File: config.mk
export PLATFORM = sky130hd
export DESIGN_NAME = lcdhbi_host_if
export DESIGN_NICKNAME = d
export VERILOG_FILES = /design/src/lcdhbi_fifo.v /design/src/lcdhbi_host_if.v
export VERILOG_INCLUDE_DIRS = /design/src
export SDC_FILE = /design/constraint.sdc
export NUM_CORES = 1
export LEC_CHECK = 0
export BUFFER_PORTS_ARGS = -buffer_cell sky130_fd_sc_hd__buf_2
export CAP_MARGIN = 0
export CORE_UTILIZATION = 50
export CTS_CLUSTER_DIAMETER = 50
export DETAILED_ROUTE_END_ITERATION = 7
export GPL_TIMING_DRIVEN = 1
export PLACE_DENSITY_LB_ADDON = 0.2
export SYNTH_ARGS = -nofsm -noshare
export SYNTH_HDL_FRONTEND = slang
export SYNTH_SLANG_ARGS = --single-unit
File: constraint.sdc
create_clock -name clk_in -period 2.1 [get_ports clk_in]
set_input_delay 0.21 -clock clk_in [delete_from_list [all_inputs] [get_ports clk_in]]
set_output_delay 0.21 -clock clk_in [all_outputs]
set_load 0.01 [all_outputs]
File: src/lcdhbi_consts.vh
`ifndef LCDHBI_CONSTS_VH
`define LCDHBI_CONSTS_VH
`define LCDHBI_DATA_W 8
`define LCDHBI_BITCNT_W 3
`define LCDHBI_BITCNT_LAST 3'h7
`define LCDHBI_FIFO_DEPTH 8
`define LCDHBI_FIFO_AW 3
`define LCDHBI_DATA_RST 8'h00
`define LCDHBI_BUS_IDLE 8'hFF
`endif

File: src/lcdhbi_fifo.v
`timescale 1ns/1ps
module lcdhbi_fifo #(
   parameter WIDTH = 9,
   parameter DEPTH = 8,
   parameter AW = 3
) (
   // Clock and reset.
   input wire clk_in,
   input wire rst_n_in,
   // Fill side.
   input wire in_valid_in,
   output wire in_ready_out,
   input wire [WIDTH-1:0] in_data_in,
   // Drain side.
   output wire out_valid_out,
   input wire out_ready_in,
   output wire [WIDTH-1:0] out_data_out
);
   reg [WIDTH-1:0] mem [0:DEPTH-1];
   reg [AW:0] wr_q;
   reg [AW:0] rd_q;
   wire full = (wr_q[AW] != rd_q[AW]) && (wr_q[AW-1:0] == rd_q[AW-1:0]);
   wire empty = (wr_q == rd_q);
   wire push = in_valid_in && !full;
   wire pop = out_valid_out && out_ready_in;
   assign in_ready_out = !full;
   assign out_valid_out = !empty;
   assign out_data_out = mem[rd_q[AW-1:0]];
   always @(posedge clk_in) begin
      if (push) begin
         mem[wr_q[AW-1:0]] <= in_data_in;
      end
   end
   always @(posedge clk_in) begin
      if (!rst_n_in) begin
         wr_q <= {(AW+1){1'b0}};
         rd_q <= {(AW+1){1'b0}};
      end else begin
         if (push) begin
            wr_q <= wr_q + 1'b1;
         end
         if (pop) begin
            rd_q <= rd_q + 1'b1;
         end
      end
   end
endmodule // lcdhbi_fifo

File: src/lcdhbi_host_if.v
`timescale 1ns/1ps
`include "lcdhbi_consts.vh"
// Function
// - Strap high parallel bus, low serial
// - Serial: data on pin 7, clock pin 6
// - Serial mode never drives read data
// - Bus strap picks 68 or 80 style
// - Classify access from select and direction
// - Select high: display data read/write
// - Select low: status read, instruction write
// - Deselected: float pins, ignore inputs
// - Serial MSB first, byte on eighth edge
// - Deselect resets shift register and counter
module lcdhbi_host_if (
   // Clock and reset.
   input wire clk_in,
   input wire rst_n_in,
   // Straps.
   input wire parallel_strap_in,
   input wire bus_style_strap_in,
   // Host pins.
   input wire chip_select_n_in,
   input wire data_command_select_in,
   input wire rd_pin_in,
   input wire wr_pin_in,
   input wire [7:0] data_pins_in,
   output reg [7:0] data_pins_out,
   output reg [7:0] data_pins_oe_n_out,
   // Read data from the core.
   input wire [7:0] disp_rd_data_in,
   input wire [7:0] status_in,
   // Received bytes: rx_is_display_out high for display data, low for instruction.
   output reg rx_valid_out,
   input wire rx_ready_in,
   output reg [7:0] rx_data_out,
   output reg rx_is_display_out,
   output reg disp_rd_pulse_out,
   output reg overflow_out
);
   // Three-stage samplers; stage 1 feeds stage 2 only.
   reg [2:0] cs_s_q;
   reg [2:0] dc_s_q;
   reg [2:0] rd_s_q;
   reg [2:0] wr_s_q;
   reg [2:0] d7_s_q;
   reg [2:0] d6_s_q;
   reg [2:0] ps_s_q;
   reg [2:0] st_s_q;
   reg [7:0] db_s1_q;
   reg [7:0] db_s2_q;
   reg [7:0] db_s3_q;
   reg cs_q;
   reg dc_q;
   reg rd_q;
   reg wr_q;
   reg d7_q;
   reg d6_q;
   reg ps_q;
   reg st_q;
   reg dir_q;
   reg [7:0] db_q;
   reg acc_q;
   reg [7:0] shift_q;
   reg [2:0] bitcnt_q;
   reg fifo_v_q;
   reg [8:0] fifo_d_q;
   wire fifo_rdy;
   wire fifo_ov;
   wire [8:0] fifo_od;
   // Samplers rest at the idle pin levels so that no false edge follows reset.
   always @(posedge clk_in) begin
      if (!rst_n_in) begin
         cs_s_q <= 3'h7;
         dc_s_q <= 3'h0;
         rd_s_q <= 3'h7;
         wr_s_q <= 3'h7;
         d7_s_q <= 3'h0;
         d6_s_q <= 3'h0;
         ps_s_q <= 3'h0;
         st_s_q <= 3'h0;
         db_s1_q <= `LCDHBI_DATA_RST;
         db_s2_q <= `LCDHBI_DATA_RST;
         db_s3_q <= `LCDHBI_DATA_RST;
      end else begin
         cs_s_q <= {cs_s_q[1:0], chip_select_n_in};
         dc_s_q <= {dc_s_q[1:0], data_command_select_in};
         rd_s_q <= {rd_s_q[1:0], rd_pin_in};
         wr_s_q <= {wr_s_q[1:0], wr_pin_in};
         d7_s_q <= {d7_s_q[1:0], data_pins_in[7]};
         d6_s_q <= {d6_s_q[1:0], data_pins_in[6]};
         ps_s_q <= {ps_s_q[1:0], parallel_strap_in};
         st_s_q <= {st_s_q[1:0], bus_style_strap_in};
         db_s1_q <= data_pins_in;
         db_s2_q <= db_s1_q;
         db_s3_q <= db_s2_q;
      end
   end
   // A level is accepted once stages two and three agree.
   always @(posedge clk_in) begin
      if (!rst_n_in) begin
         cs_q <= 1'b1;
         dc_q <= 1'b0;
         rd_q <= 1'b1;
         wr_q <= 1'b1;
         d7_q <= 1'b0;
         d6_q <= 1'b0;
         ps_q <= 1'b0;
         st_q <= 1'b0;
         db_q <= `LCDHBI_DATA_RST;
      end else begin
         if (cs_s_q[1] == cs_s_q[2]) cs_q <= cs_s_q[2];
         if (dc_s_q[1] == dc_s_q[2]) dc_q <= dc_s_q[2];
         if (rd_s_q[1] == rd_s_q[2]) rd_q <= rd_s_q[2];
         if (wr_s_q[1] == wr_s_q[2]) wr_q <= wr_s_q[2];
         if (d7_s_q[1] == d7_s_q[2]) d7_q <= d7_s_q[2];
         if (d6_s_q[1] == d6_s_q[2]) d6_q <= d6_s_q[2];
         if (ps_s_q[1] == ps_s_q[2]) ps_q <= ps_s_q[2];
         if (st_s_q[1] == st_s_q[2]) st_q <= st_s_q[2];
         // The data bus is filtered as one word.
         if (db_s2_q == db_s3_q) db_q <= db_s3_q;
      end
   end
   // Access decode per bus style.
   wire sel = !cs_q;
   wire par_act = st_q ? rd_q : (!rd_q || !wr_q);
   wire par_read = st_q ? wr_q : !rd_q;
   wire par_on = ps_q && sel && par_act;
   wire sclk_rise = !ps_q && sel && d6_s_q[1] && d6_s_q[2] && !d6_q;
   // Trailing edge of a parallel access, in the same cycle that the strobe is first seen to end.
   wire acc_end = acc_q && !par_on;
   // The output stage takes a new byte when it is empty or being emptied.
   wire rx_take = !rx_valid_out || rx_ready_in;
   // Direction follows the pins while the access runs and is held after it, because both bus styles drop
   // their direction qualifiers together with the strobe.
   always @(posedge clk_in) begin
      if (!rst_n_in) begin
         dir_q <= 1'b0;
      end else if (par_on) begin
         dir_q <= par_read;
      end
   end
   always @(posedge clk_in) begin
      if (!rst_n_in) begin
         acc_q <= 1'b0;
         shift_q <= `LCDHBI_DATA_RST;
         bitcnt_q <= 3'h0;
         fifo_v_q <= 1'b0;
         fifo_d_q <= 9'h000;
         disp_rd_pulse_out <= 1'b0;
         data_pins_out <= `LCDHBI_DATA_RST;
         data_pins_oe_n_out <= `LCDHBI_BUS_IDLE;
         overflow_out <= 1'b0;
      end else begin
         acc_q <= par_on;
         fifo_v_q <= 1'b0;
         disp_rd_pulse_out <= 1'b0;
         // Byte completes at the trailing edge of the strobe.
         if (acc_end && !dir_q) begin
            fifo_v_q <= 1'b1;
            fifo_d_q <= {dc_q, db_q};
         end
         if (acc_end && dir_q && dc_q) begin
            disp_rd_pulse_out <= 1'b1;
         end
         // A serial frame cut short by deselect is dropped, never pushed.
         if (!sel || ps_q) begin
            shift_q <= `LCDHBI_DATA_RST;
            bitcnt_q <= 3'h0;
         end else if (sclk_rise) begin
            // Eight rising shift-clock edges make a byte, first bit most significant.
            shift_q <= {shift_q[6:0], d7_q};
            bitcnt_q <= bitcnt_q + 3'h1;
            if (bitcnt_q == `LCDHBI_BITCNT_LAST) begin
               fifo_v_q <= 1'b1;
               fifo_d_q <= {dc_q, shift_q[6:0], d7_q};
            end
         end
         // Overflow stays set until reset so that a lost byte is never missed.
         if (fifo_v_q && !fifo_rdy) begin
            overflow_out <= 1'b1;
         end
         // Read data goes out only in parallel mode during a selected read.
         if (par_on && par_read) begin
            data_pins_oe_n_out <= 8'h00;
            data_pins_out <= dc_q ? disp_rd_data_in : status_in;
         end else begin
            data_pins_oe_n_out <= `LCDHBI_BUS_IDLE;
         end
      end
   end
   // The buffer absorbs bursts while the consumer stalls.
   lcdhbi_fifo #(
      .WIDTH(9),
      .DEPTH(`LCDHBI_FIFO_DEPTH),
      .AW(`LCDHBI_FIFO_AW)
   ) u_fifo (
      .clk_in(clk_in),
      .rst_n_in(rst_n_in),
      .in_valid_in(fifo_v_q),
      .in_ready_out(fifo_rdy),
      .in_data_in(fifo_d_q),
      .out_valid_out(fifo_ov),
      .out_ready_in(rx_take),
      .out_data_out(fifo_od)
   );
   // Output register of the received-byte stream; it holds while stalled.
   always @(posedge clk_in) begin
      if (!rst_n_in) begin
         rx_valid_out <= 1'b0;
         rx_data_out <= `LCDHBI_DATA_RST;
         rx_is_display_out <= 1'b0;
      end else if (rx_take) begin
         rx_valid_out <= fifo_ov;
         if (fifo_ov) begin
            rx_data_out <= fifo_od[7:0];
            rx_is_display_out <= fifo_od[8];
         end
      end
   end
endmodule // lcdhbi_host_if

* Yosys cells after proc, flatten, opt, wreduce, memory -nomap -nowiden
Memory sizes are Yosys's and may differ from the RTL's. A register that Yosys moved wholly into a read port is not among the register bits.
Index checks and enable logic that the tools add are counted.
** Word-level totals
- Input bits :: 33
- Logic and storage cells :: 98
- Output and inout bits :: 28
- RAM bits :: 72
- Register bits :: 113
- Memories kept :: 1
** Memory list
- u_fifo.mem :: depth 8, bits a word 9, read ports 1, clocked after memory_dff 1, wr ports 1, RTL line lcdhbi_fifo.v:19 : reg [WIDTH-1:0] mem [0:DEPTH-1];
** Operators by class
- Reductions and logical operators :: 31
- Muxes and demuxes :: 15
- $add $sub $neg :: 3
- Bitwise gates (word level) :: 2
- Eq/ne operators :: 13
** Operator list (number)
- $mux 9 :: 4
- $mux 8 :: 2
- $logic_and 1x1->1 :: 15
- $logic_not 1->1 :: 11
- $mux 1 :: 9
- $add 4x1->4 const B :: 2
- $eq 1x1->1 :: 8
- $eq 8x8->1 :: 1
- $eq 4x4->1 :: 1
- $add 3x1->3 const B :: 1
- $eq 3x3->1 :: 1
- $eq 3x3->1 const B :: 1
- $logic_or 1x1->1 :: 3
- $not 1->1 :: 2
- $reduce_and 2->1 :: 1
- $reduce_or 2->1 :: 1
- $ne 1x1->1 :: 1

* Logic depth before layout (Yosys ltp)
Gate-level depths: netlist of the first run.
- Word-level depth :: 11
- Mapped depth :: 6
- Gate-level depth less buffers :: 5

* Cells and area by module
From an unflattened synthesis of the first run, not the netlist that was laid out.
** Second synthesis, totals
- Cells, all modules :: 545
- Area total of the unflattened synthesis :: 7215.7 um^2
** Modules (own cells, without submodules)
- lcdhbi_host_if :: area each 3659.8 um^2, times used 1, sequential area each 2021.9 um^2, cells each 356
- lcdhbi_fifo :: area each 3555.9 um^2, times used 1, sequential area each 2382.3 um^2, cells each 189

* Least setup slack after synthesis of the first run
OpenSTA, ideal clock, no wires.
- Path type :: flip-flop to flip-flop
- Start point :: register u_fifo.wr_q[0]
- End point :: memory u_fifo.mem[4][0] (enable)
- Data required time :: 1713 ps
- Clock period less this slack :: 2242 ps
- Data arrival time :: 1856 ps
- Setup time :: 387 ps
- Cell stages (with the launch flop) :: 6
- Buffers on the path :: 1
- Setup slack :: -142 ps
- Path through :: dfxtp_1 buf_4 xor2_1 o41ai_4 or2_2 nor3_1
** On the way
- Word-level cells in the longest chain between the ends :: 6
** Ends and longest elaborated chain
- from (decl) :: RTL line lcdhbi_fifo.v:20 : reg [AW:0] wr_q;
- from (signal assigned) :: RTL line lcdhbi_fifo.v:36 : wr_q <= {(AW+1){1'b0}};
- from (signal assigned) :: RTL line lcdhbi_fifo.v:40 : wr_q <= wr_q + 1'b1;
- $eq 3x3->1 :: RTL line lcdhbi_fifo.v:22 : wire full = (wr_q[AW] != rd_q[AW]) && (wr_q[AW-1:0] == rd_q[AW-1:0]);
- $logic_and 1x1->1 :: RTL line lcdhbi_fifo.v:22
- $logic_not 1->1 :: RTL line lcdhbi_fifo.v:24 : wire push = in_valid_in && !full;
- $logic_and 1x1->1 :: RTL line lcdhbi_fifo.v:24
- $mux 1 :: RTL line lcdhbi_fifo.v:30 : if (push) begin
- $mux 1 (not written as such) :: RTL line lcdhbi_fifo.v:31 : mem[wr_q[AW-1:0]] <= in_data_in;
- to (decl) :: RTL line lcdhbi_fifo.v:19
Several ways; a longest one is shown, not always the timed one.

* Worst setup path in the final report of the first run
- Start point :: register u_fifo.wr_q[2]
- End point :: memory u_fifo.mem[5][3] (enable)
Same word-level chain as after synthesis.

==> results of run 1 <==
[area by class of cell]
cell class | instances | area share, %
Clock inverter | 12 | 2.276
Timing Repair Buffer | 96 | 7.649
Clock buffer | 20 | 5.404
Inverter | 2 | 0.09291
Tap cell | 176 | 2.725
Multi-Input combinational cell | 296 | 28.09
Sequential cell | 181 | 53.76
[power by group through the flow]
| stage | Sequential (mW) | Clock, mW | Combinational [mW] |
|---|---|---|---|
| floorplan | 3.80 | 0 | 0.173 |
| global route | 3.72 | 3.53 | 0.328 |
| CTS | 3.72 | 3.37 | 0.296 |
| detailed placement | 3.79 | 0 | 0.276 |
| finish | 3.72 | 3.33 | 0.294 |
| global placement | 3.79 | 0 | 0.271 |
[final timing paths]
check	depth (start not counted)	startpoint	slack, ns	endpoint
max reg2reg	6	u_fifo.wr_q[2]	0.20	u_fifo.mem[5][3]
max	6	u_fifo.wr_q[2]	0.20	u_fifo.mem[5][3]
min	3	rx_ready_in	0.11	rx_valid_out
min reg2reg	1	cs_s_q[0]	0.41	cs_s_q[1]
[stage by stage]
step | hold slack [ns] | setup WS (ns)
floorplan | 0.3115 | 0.002151
global placement | 0.3911 | 0.1369
detailed placement | 0.3971 | 0.07795
CTS | 0.1015 | 0.04670
global route | 0.1118 | 0.08826
finish | 0.1065 | 0.1966
[cell families after synthesis]
logic type	count (synthesis)
mux	64
simple gates	140
xor+xnor	18
buf+inv	38
compound gates	70
flops	181
fa+ha+maj	4
[flip-flops by register name, indices dropped and copies added, names as in the netlist, 6 cells and up]
register,count
data_pins_out,8
db_q,8
db_s1_q,6
db_s2_q,6
db_s3_q,7
fifo_d_q,9
rx_data_out,8
shift_q,7
u_fifo.mem,72
[cells in the final DEF (no fill, tap or decap), types with 5 or more instances in the layout]
cell type	instances
a21boi_0	6
a21oi_1	21
and2_1	37
buf_2	60
buf_4	21
bufinv_16	5
clkbuf_16	17
dfxtp_1	109
dlygate4sd3_1	14
edfxtp_1	72
mux2i_1	46
mux4_2	18
nand2_1	35
nand2b_1	18
nand3_1	12
nand4_1	5
nor2_1	17
nor2b_1	5
o211a_1	8
o21ai_0	27
xnor2_1	13
xor2_1	5
[critical path, delay by kind of cell (launching register included)]
| family | cells | cell delay (ns) |
|---|---|---|
| compound gates | 1 | 0.10 |
| xor+xnor | 1 | 0.30 |
| buf+inv | 2 | 0.36 |
| flops | 1 | 0.39 |
| simple gates | 2 | 0.45 |
[metal layers]
layer	routed length, um	part of all wire (%)	vias up
met4	249	2.0	0
met2	6219	50	82
met5	0	0	-
met3	452	3.6	22
li1	-	-	1980
met1	5595	45	1993
[timing repair]
item                                    in CTS  in global routing
resized for setup                            0                  3
hold buffers                                14                  0
setup buffers                                0                  0
endpoints found under the setup margin       0                 27
endpoints found under the hold margin       14                  0
==> metrics.txt, run 1 <==
status=finished clean; Tightest Pin Transition=~0.6 ns; Tot Pwr=about 7.3 mW; fmax=about 530 MHz; number of global-route vias before repair=4041; crit-path most repeated cell=buf_4; fraction of layout cells with a size suffix above 1=~22%; syn nets=552; DR vias/cell=5.207; vias=slightly above 4000; Crit Path Max Fanout=9; fraction of registers with async set/reset=0%; Synth cell types=38; nature of the critical path endpoint=flop; Tmin final=between 1.5 and 2 ns; die area=roughly 14000 um2; Post-synth top flop=dfxtp_1; synthesized area=6787 um2; pwr dens=908.6 nW/um2; CTS tree=built; area fraction of the dominant cell type after synthesis=32.15%; Synth Instances=about 520; Max Clock Skew=around 0.0082 ns; Setup TNS Final=0 ns; # rows=42; Die Y=118.5 um; Post-synth top cells=dfxtp_1 (109), edfxtp_1 (72), mux2i_1 (46); Seq pwr share=50.6%; most frequent cell after synthesis=dfxtp_1; VDD IR-drop max=0.0006799 V; synth top area cells=dfxtp_1 (32%), edfxtp_1 (32%), mux2i_1 (6.8%), mux4_2 (6.0%), and2_1 (3.4%); Synth Area in Adders=0.7375%; Post-synth EDFFs=72; initial antenna violation count=0; TritonCTS Sinks=approximately 180; Worst Path Required=2.23 ns; final core utilization=61.02%; Placed Cells=737; NetSw=1.419 mW; routed wire length per instance=15.99 um; Final ANT Viol Nets=0; H-tree levels=4; number of buffers created by CTS=17; first-pass GRT wire length=20440 um; GP Congestion=0.7877; max_slew headroom=59.32%; Synth area leader=dfxtp_1; clock share of power=between 40% and 50%; slowest stage delay, CP=0.39 ns; sequential cell area=roughly 4300 um2; main combinational cell family by area after synthesis=multiplexers; clock buffer depth=2; # fillers=about 1100; DP HPWL=8231 um; post-synthesis simple-gate area fraction=10.62%; met2 usage=31.32%; worst skew pair latency=0.43 ns; Clock transition at path regs=0.06 ns; sw frac=about a fifth; Die X=118.5 um; GR Layer Usage met3=4.392%; Slew Limit Fails=0; CP Launch Type=flop; arrival time at the worst endpoint=between 2 and 2.5 ns; Starting Density=51.25%; DR pass1 iterations=5; endpoints failing setup=0; Root Driver=clkbuf_16; post-synthesis compound-gate area fraction=6.748%; Setup Crit Path Kind=reg -> reg; syn avg cell area=between 10 and 15 um2; port bufs=60; yosys warns=0; layout net count=631; core area=between 10000 and 15000 um2; Syn-to-layout area delta=19.06%; synthesis-stage register bit count=approximately 180; cell area after layout=8080 um2; multi-input logic area=about 2300 um2; critical-path cell list=xor2_1 > o41ai_4 > buf_4 > or2_2 > nor2_1 > buf_4; total wire length=between 10000 and 15000 um; Logic pwr share=roughly 4.0%; Finished Layout Cells=783; # DRC=0; global route hottest layer=met2; # diodes=0; Internal Power=5.923 mW; Fin. Hold Viols=0; placed cell areas=7312 um2; max cap viols=0; mux share of post-synthesis cell area=12.76%; final worst path period share=between 90% and 100%; XOR/XNOR Fraction of Synth Area=2.323%; met1 Usage GRT=24.62%; largest net degree at the start of global routing=65; hold crit path type=in -> reg; Total GRT Usage=19.18%; RSZ-0062 raised after global routing=false; CP max-delay cell=dfxtp_1; Seq/Total Area, Yosys=around 64%; grt total ovfl=0; P_leak=3.173 nW; IO Count=61; initial DRC count=303
Note: power is estimated with default switching activity, not from simulation.
==> run 2, diff against run 1 <==
- CORE_UTILIZATION: 50 -> 30
==> metrics.txt, run 2 (synthesis results as in run 1) <==
H-tree levels=4 (unchanged); DR pass1 iterations=8 (+3); status=finished, violations left; nature of the critical path endpoint=flop; die area=23230 um2 (+65%); reg2reg start=u_fifo.wr_q[3]; Syn-to-layout area delta=20.19%; total wire length=12110 um (-3.2%); IO Count=61 (unchanged); Worst R2R Path Depth=6 (unchanged); GP Congestion=0.7310 (-7.2%); Finished Layout Cells=886 (+13%); clock buffer depth=2 (unchanged); DP HPWL=8207 um (-0.30%); Total GRT Usage=11.11% (-8.1 points); CP Launch Type=flop; Root Driver=clkbuf_16; initial DRC count=142 (-53%); hold_sp=rx_ready_in; Starting Density=30.81% (-20 points); # fillers=2130 (+99%); largest net degree at the start of global routing=49 (-25%); Setup Crit Path Kind=reg -> reg; # DRC=3 (+3); Reg2Reg Setup Slack=0.19 ns (about the same); Fin. Hold Viols=0 (unchanged); hold crit path type=in -> reg; Tmin final=1.910 ns (+0.006672 ns); first-pass GRT wire length=20150 um (-1.4%); post-CTS setup buffers=0 (unchanged); # diodes=0 (unchanged); grt total ovfl=0 (unchanged); initial antenna violation count=0 (unchanged); beginning of the critical path=u_fifo.wr_q[3]; TritonCTS Sinks=181 (unchanged); pwr dens=871.2 nW/um2 (-4.1%); Die X=152.4 um (+29%); Clock transition at path regs=0.07 ns (about the same); number of global-route vias before repair=3945 (-2.4%); Slew Limit Fails=0 (unchanged); VDD IR-drop max=0.0005416 V (-20%); CTS tree=built; failing checks=design-rule violations; max FFs per register=72 (unchanged); worst skew pair latency=0.43 ns (about the same); vias=3911 (-4.1%); endpoints failing setup=0 (unchanged); RSZ-0062 raised after global routing=false; max cap viols=0 (unchanged); max_slew headroom=58.51% (-0.81 points); Final ANT Viol Nets=0 (unchanged); commonest non-fill, non-tap cell in the layout=dfxtp_1; DR vias/cell=4.414 (-15%); Max Clock Skew=0.01114 ns (+0.002929 ns); arrival time at the worst endpoint=2.03 ns (about the same); layout net count=630 (-0.16%); Tot Pwr=7.106 mW (-3.2%); Tightest Pin Transition=0.6206 ns (+0.01208 ns); most frequent cells in the layout=dfxtp_1 (109), edfxtp_1 (72), buf_2 (60), mux2i_1 (46), and2_1 (37); Place WS=0.01258 ns (-0.06537 ns); final worst path period share=90.95% (+0.32 points); core area=22030 um2 (+66%); port bufs=60 (unchanged); reg2reg end=u_fifo.mem[5][5]; Placed Cells=840 (+14%); P_leak=3.153 nW (-0.62%); placed cell areas=7422 um2 (+1.5%); cell area after layout=8157 um2 (+0.94%); # rows=54 (+29%); Die Y=152.4 um (+29%); number of buffers created by CTS=17 (unchanged); Min-Delay Endpoint=rx_valid_out; Setup TNS Final=0 ns (unchanged); routed wire length per instance=13.67 um (-14%); fmax=523.6 MHz (-0.35%); Crit Path Max Fanout=9 (unchanged); Worst Path Required=2.22 ns (about the same); setup ws final=0.1900 ns (-0.006672 ns); fraction of layout cells with a size suffix above 1=23.10% (+0.86 points); WHS Path Cells=3 (unchanged)
run 2: changes by cell type in the layout (fill, tap and decap cells not counted), sizes merged:
cell	before	now
bufinv	5	0
clkinv	4	2
inv	2	11
buf	82	81
clkinvlp	3	1
run 2: power breakdown:
part | switching (mW) | leakage [nW] | internal, mW
clock network | 1.41 | 0.288 | 1.69
registers | 0.0281 | 1.66 | 3.68
logic | 0.145 | 1.21 | 0.145
run 2: routing by layer:
layer  global-route usage [%]  up-vias  wire [um]
li1                         -     1984          -
met1                    13.85     1847       5768
met2                    18.32       74       5824
met3                    3.641        6        431
met4                    3.207        0         87
met5                        0        -          0
run 2: final cells by class:
cell class	instances	area (um2)	area share, %
well taps	280	350.3	4.295
inverters	2	7.507	0.09204
repair buffers	95	598.1	7.332
multi-input cells	296	2276	27.90
clock inverters	12	102.6	1.258
flip-flops and latches	181	4344	53.26
clock buffers	20	478.0	5.860
run 2: stage by stage:
step                utilization, %  hold slack [ns]
finish                       37.03           0.1043
global route                 37.03           0.1157
CTS                          36.98          0.09317
detailed placement           33.70           0.3940
global placement             33.70           0.3917
floorplan                        -           0.3115
run 2: how the worst max path moves through the flow:
| stage | to | slack [ns] | cells after the start |
|---|---|---|---|
| 3_5_place_dp | u_fifo.mem[1][6] | 0.01 | 4 |
| 3_3_place_gp | u_fifo.mem[3][7] | 0.06 | 4 |
| 5_1_grt | u_fifo.mem[3][5] | 0.08 | 4 |
| 4_1_cts | u_fifo.mem[3][5] | 0.01 | 4 |
| 2_1_floorplan | u_fifo.mem[7][0] | 0.002 | 4 |
| 6_report | u_fifo.mem[5][5] | 0.19 | 6 |
run 2: repair_timing:
item | in CTS | in global routing
resized for setup | 1 | 3
setup endpoints to repair | 9 | 18
hold buffers | 14 | 0
endpoints found under the hold margin | 14 | 0
run 2: worst max-delay path, stage by stage (launching register included):
cell and delay, ns:
dfxtp_1 0.32, xnor2_1 0.34, o41ai_4 0.13, buf_4 0.17
or2_2 0.32, nor2_1 0.12, buf_4 0.20
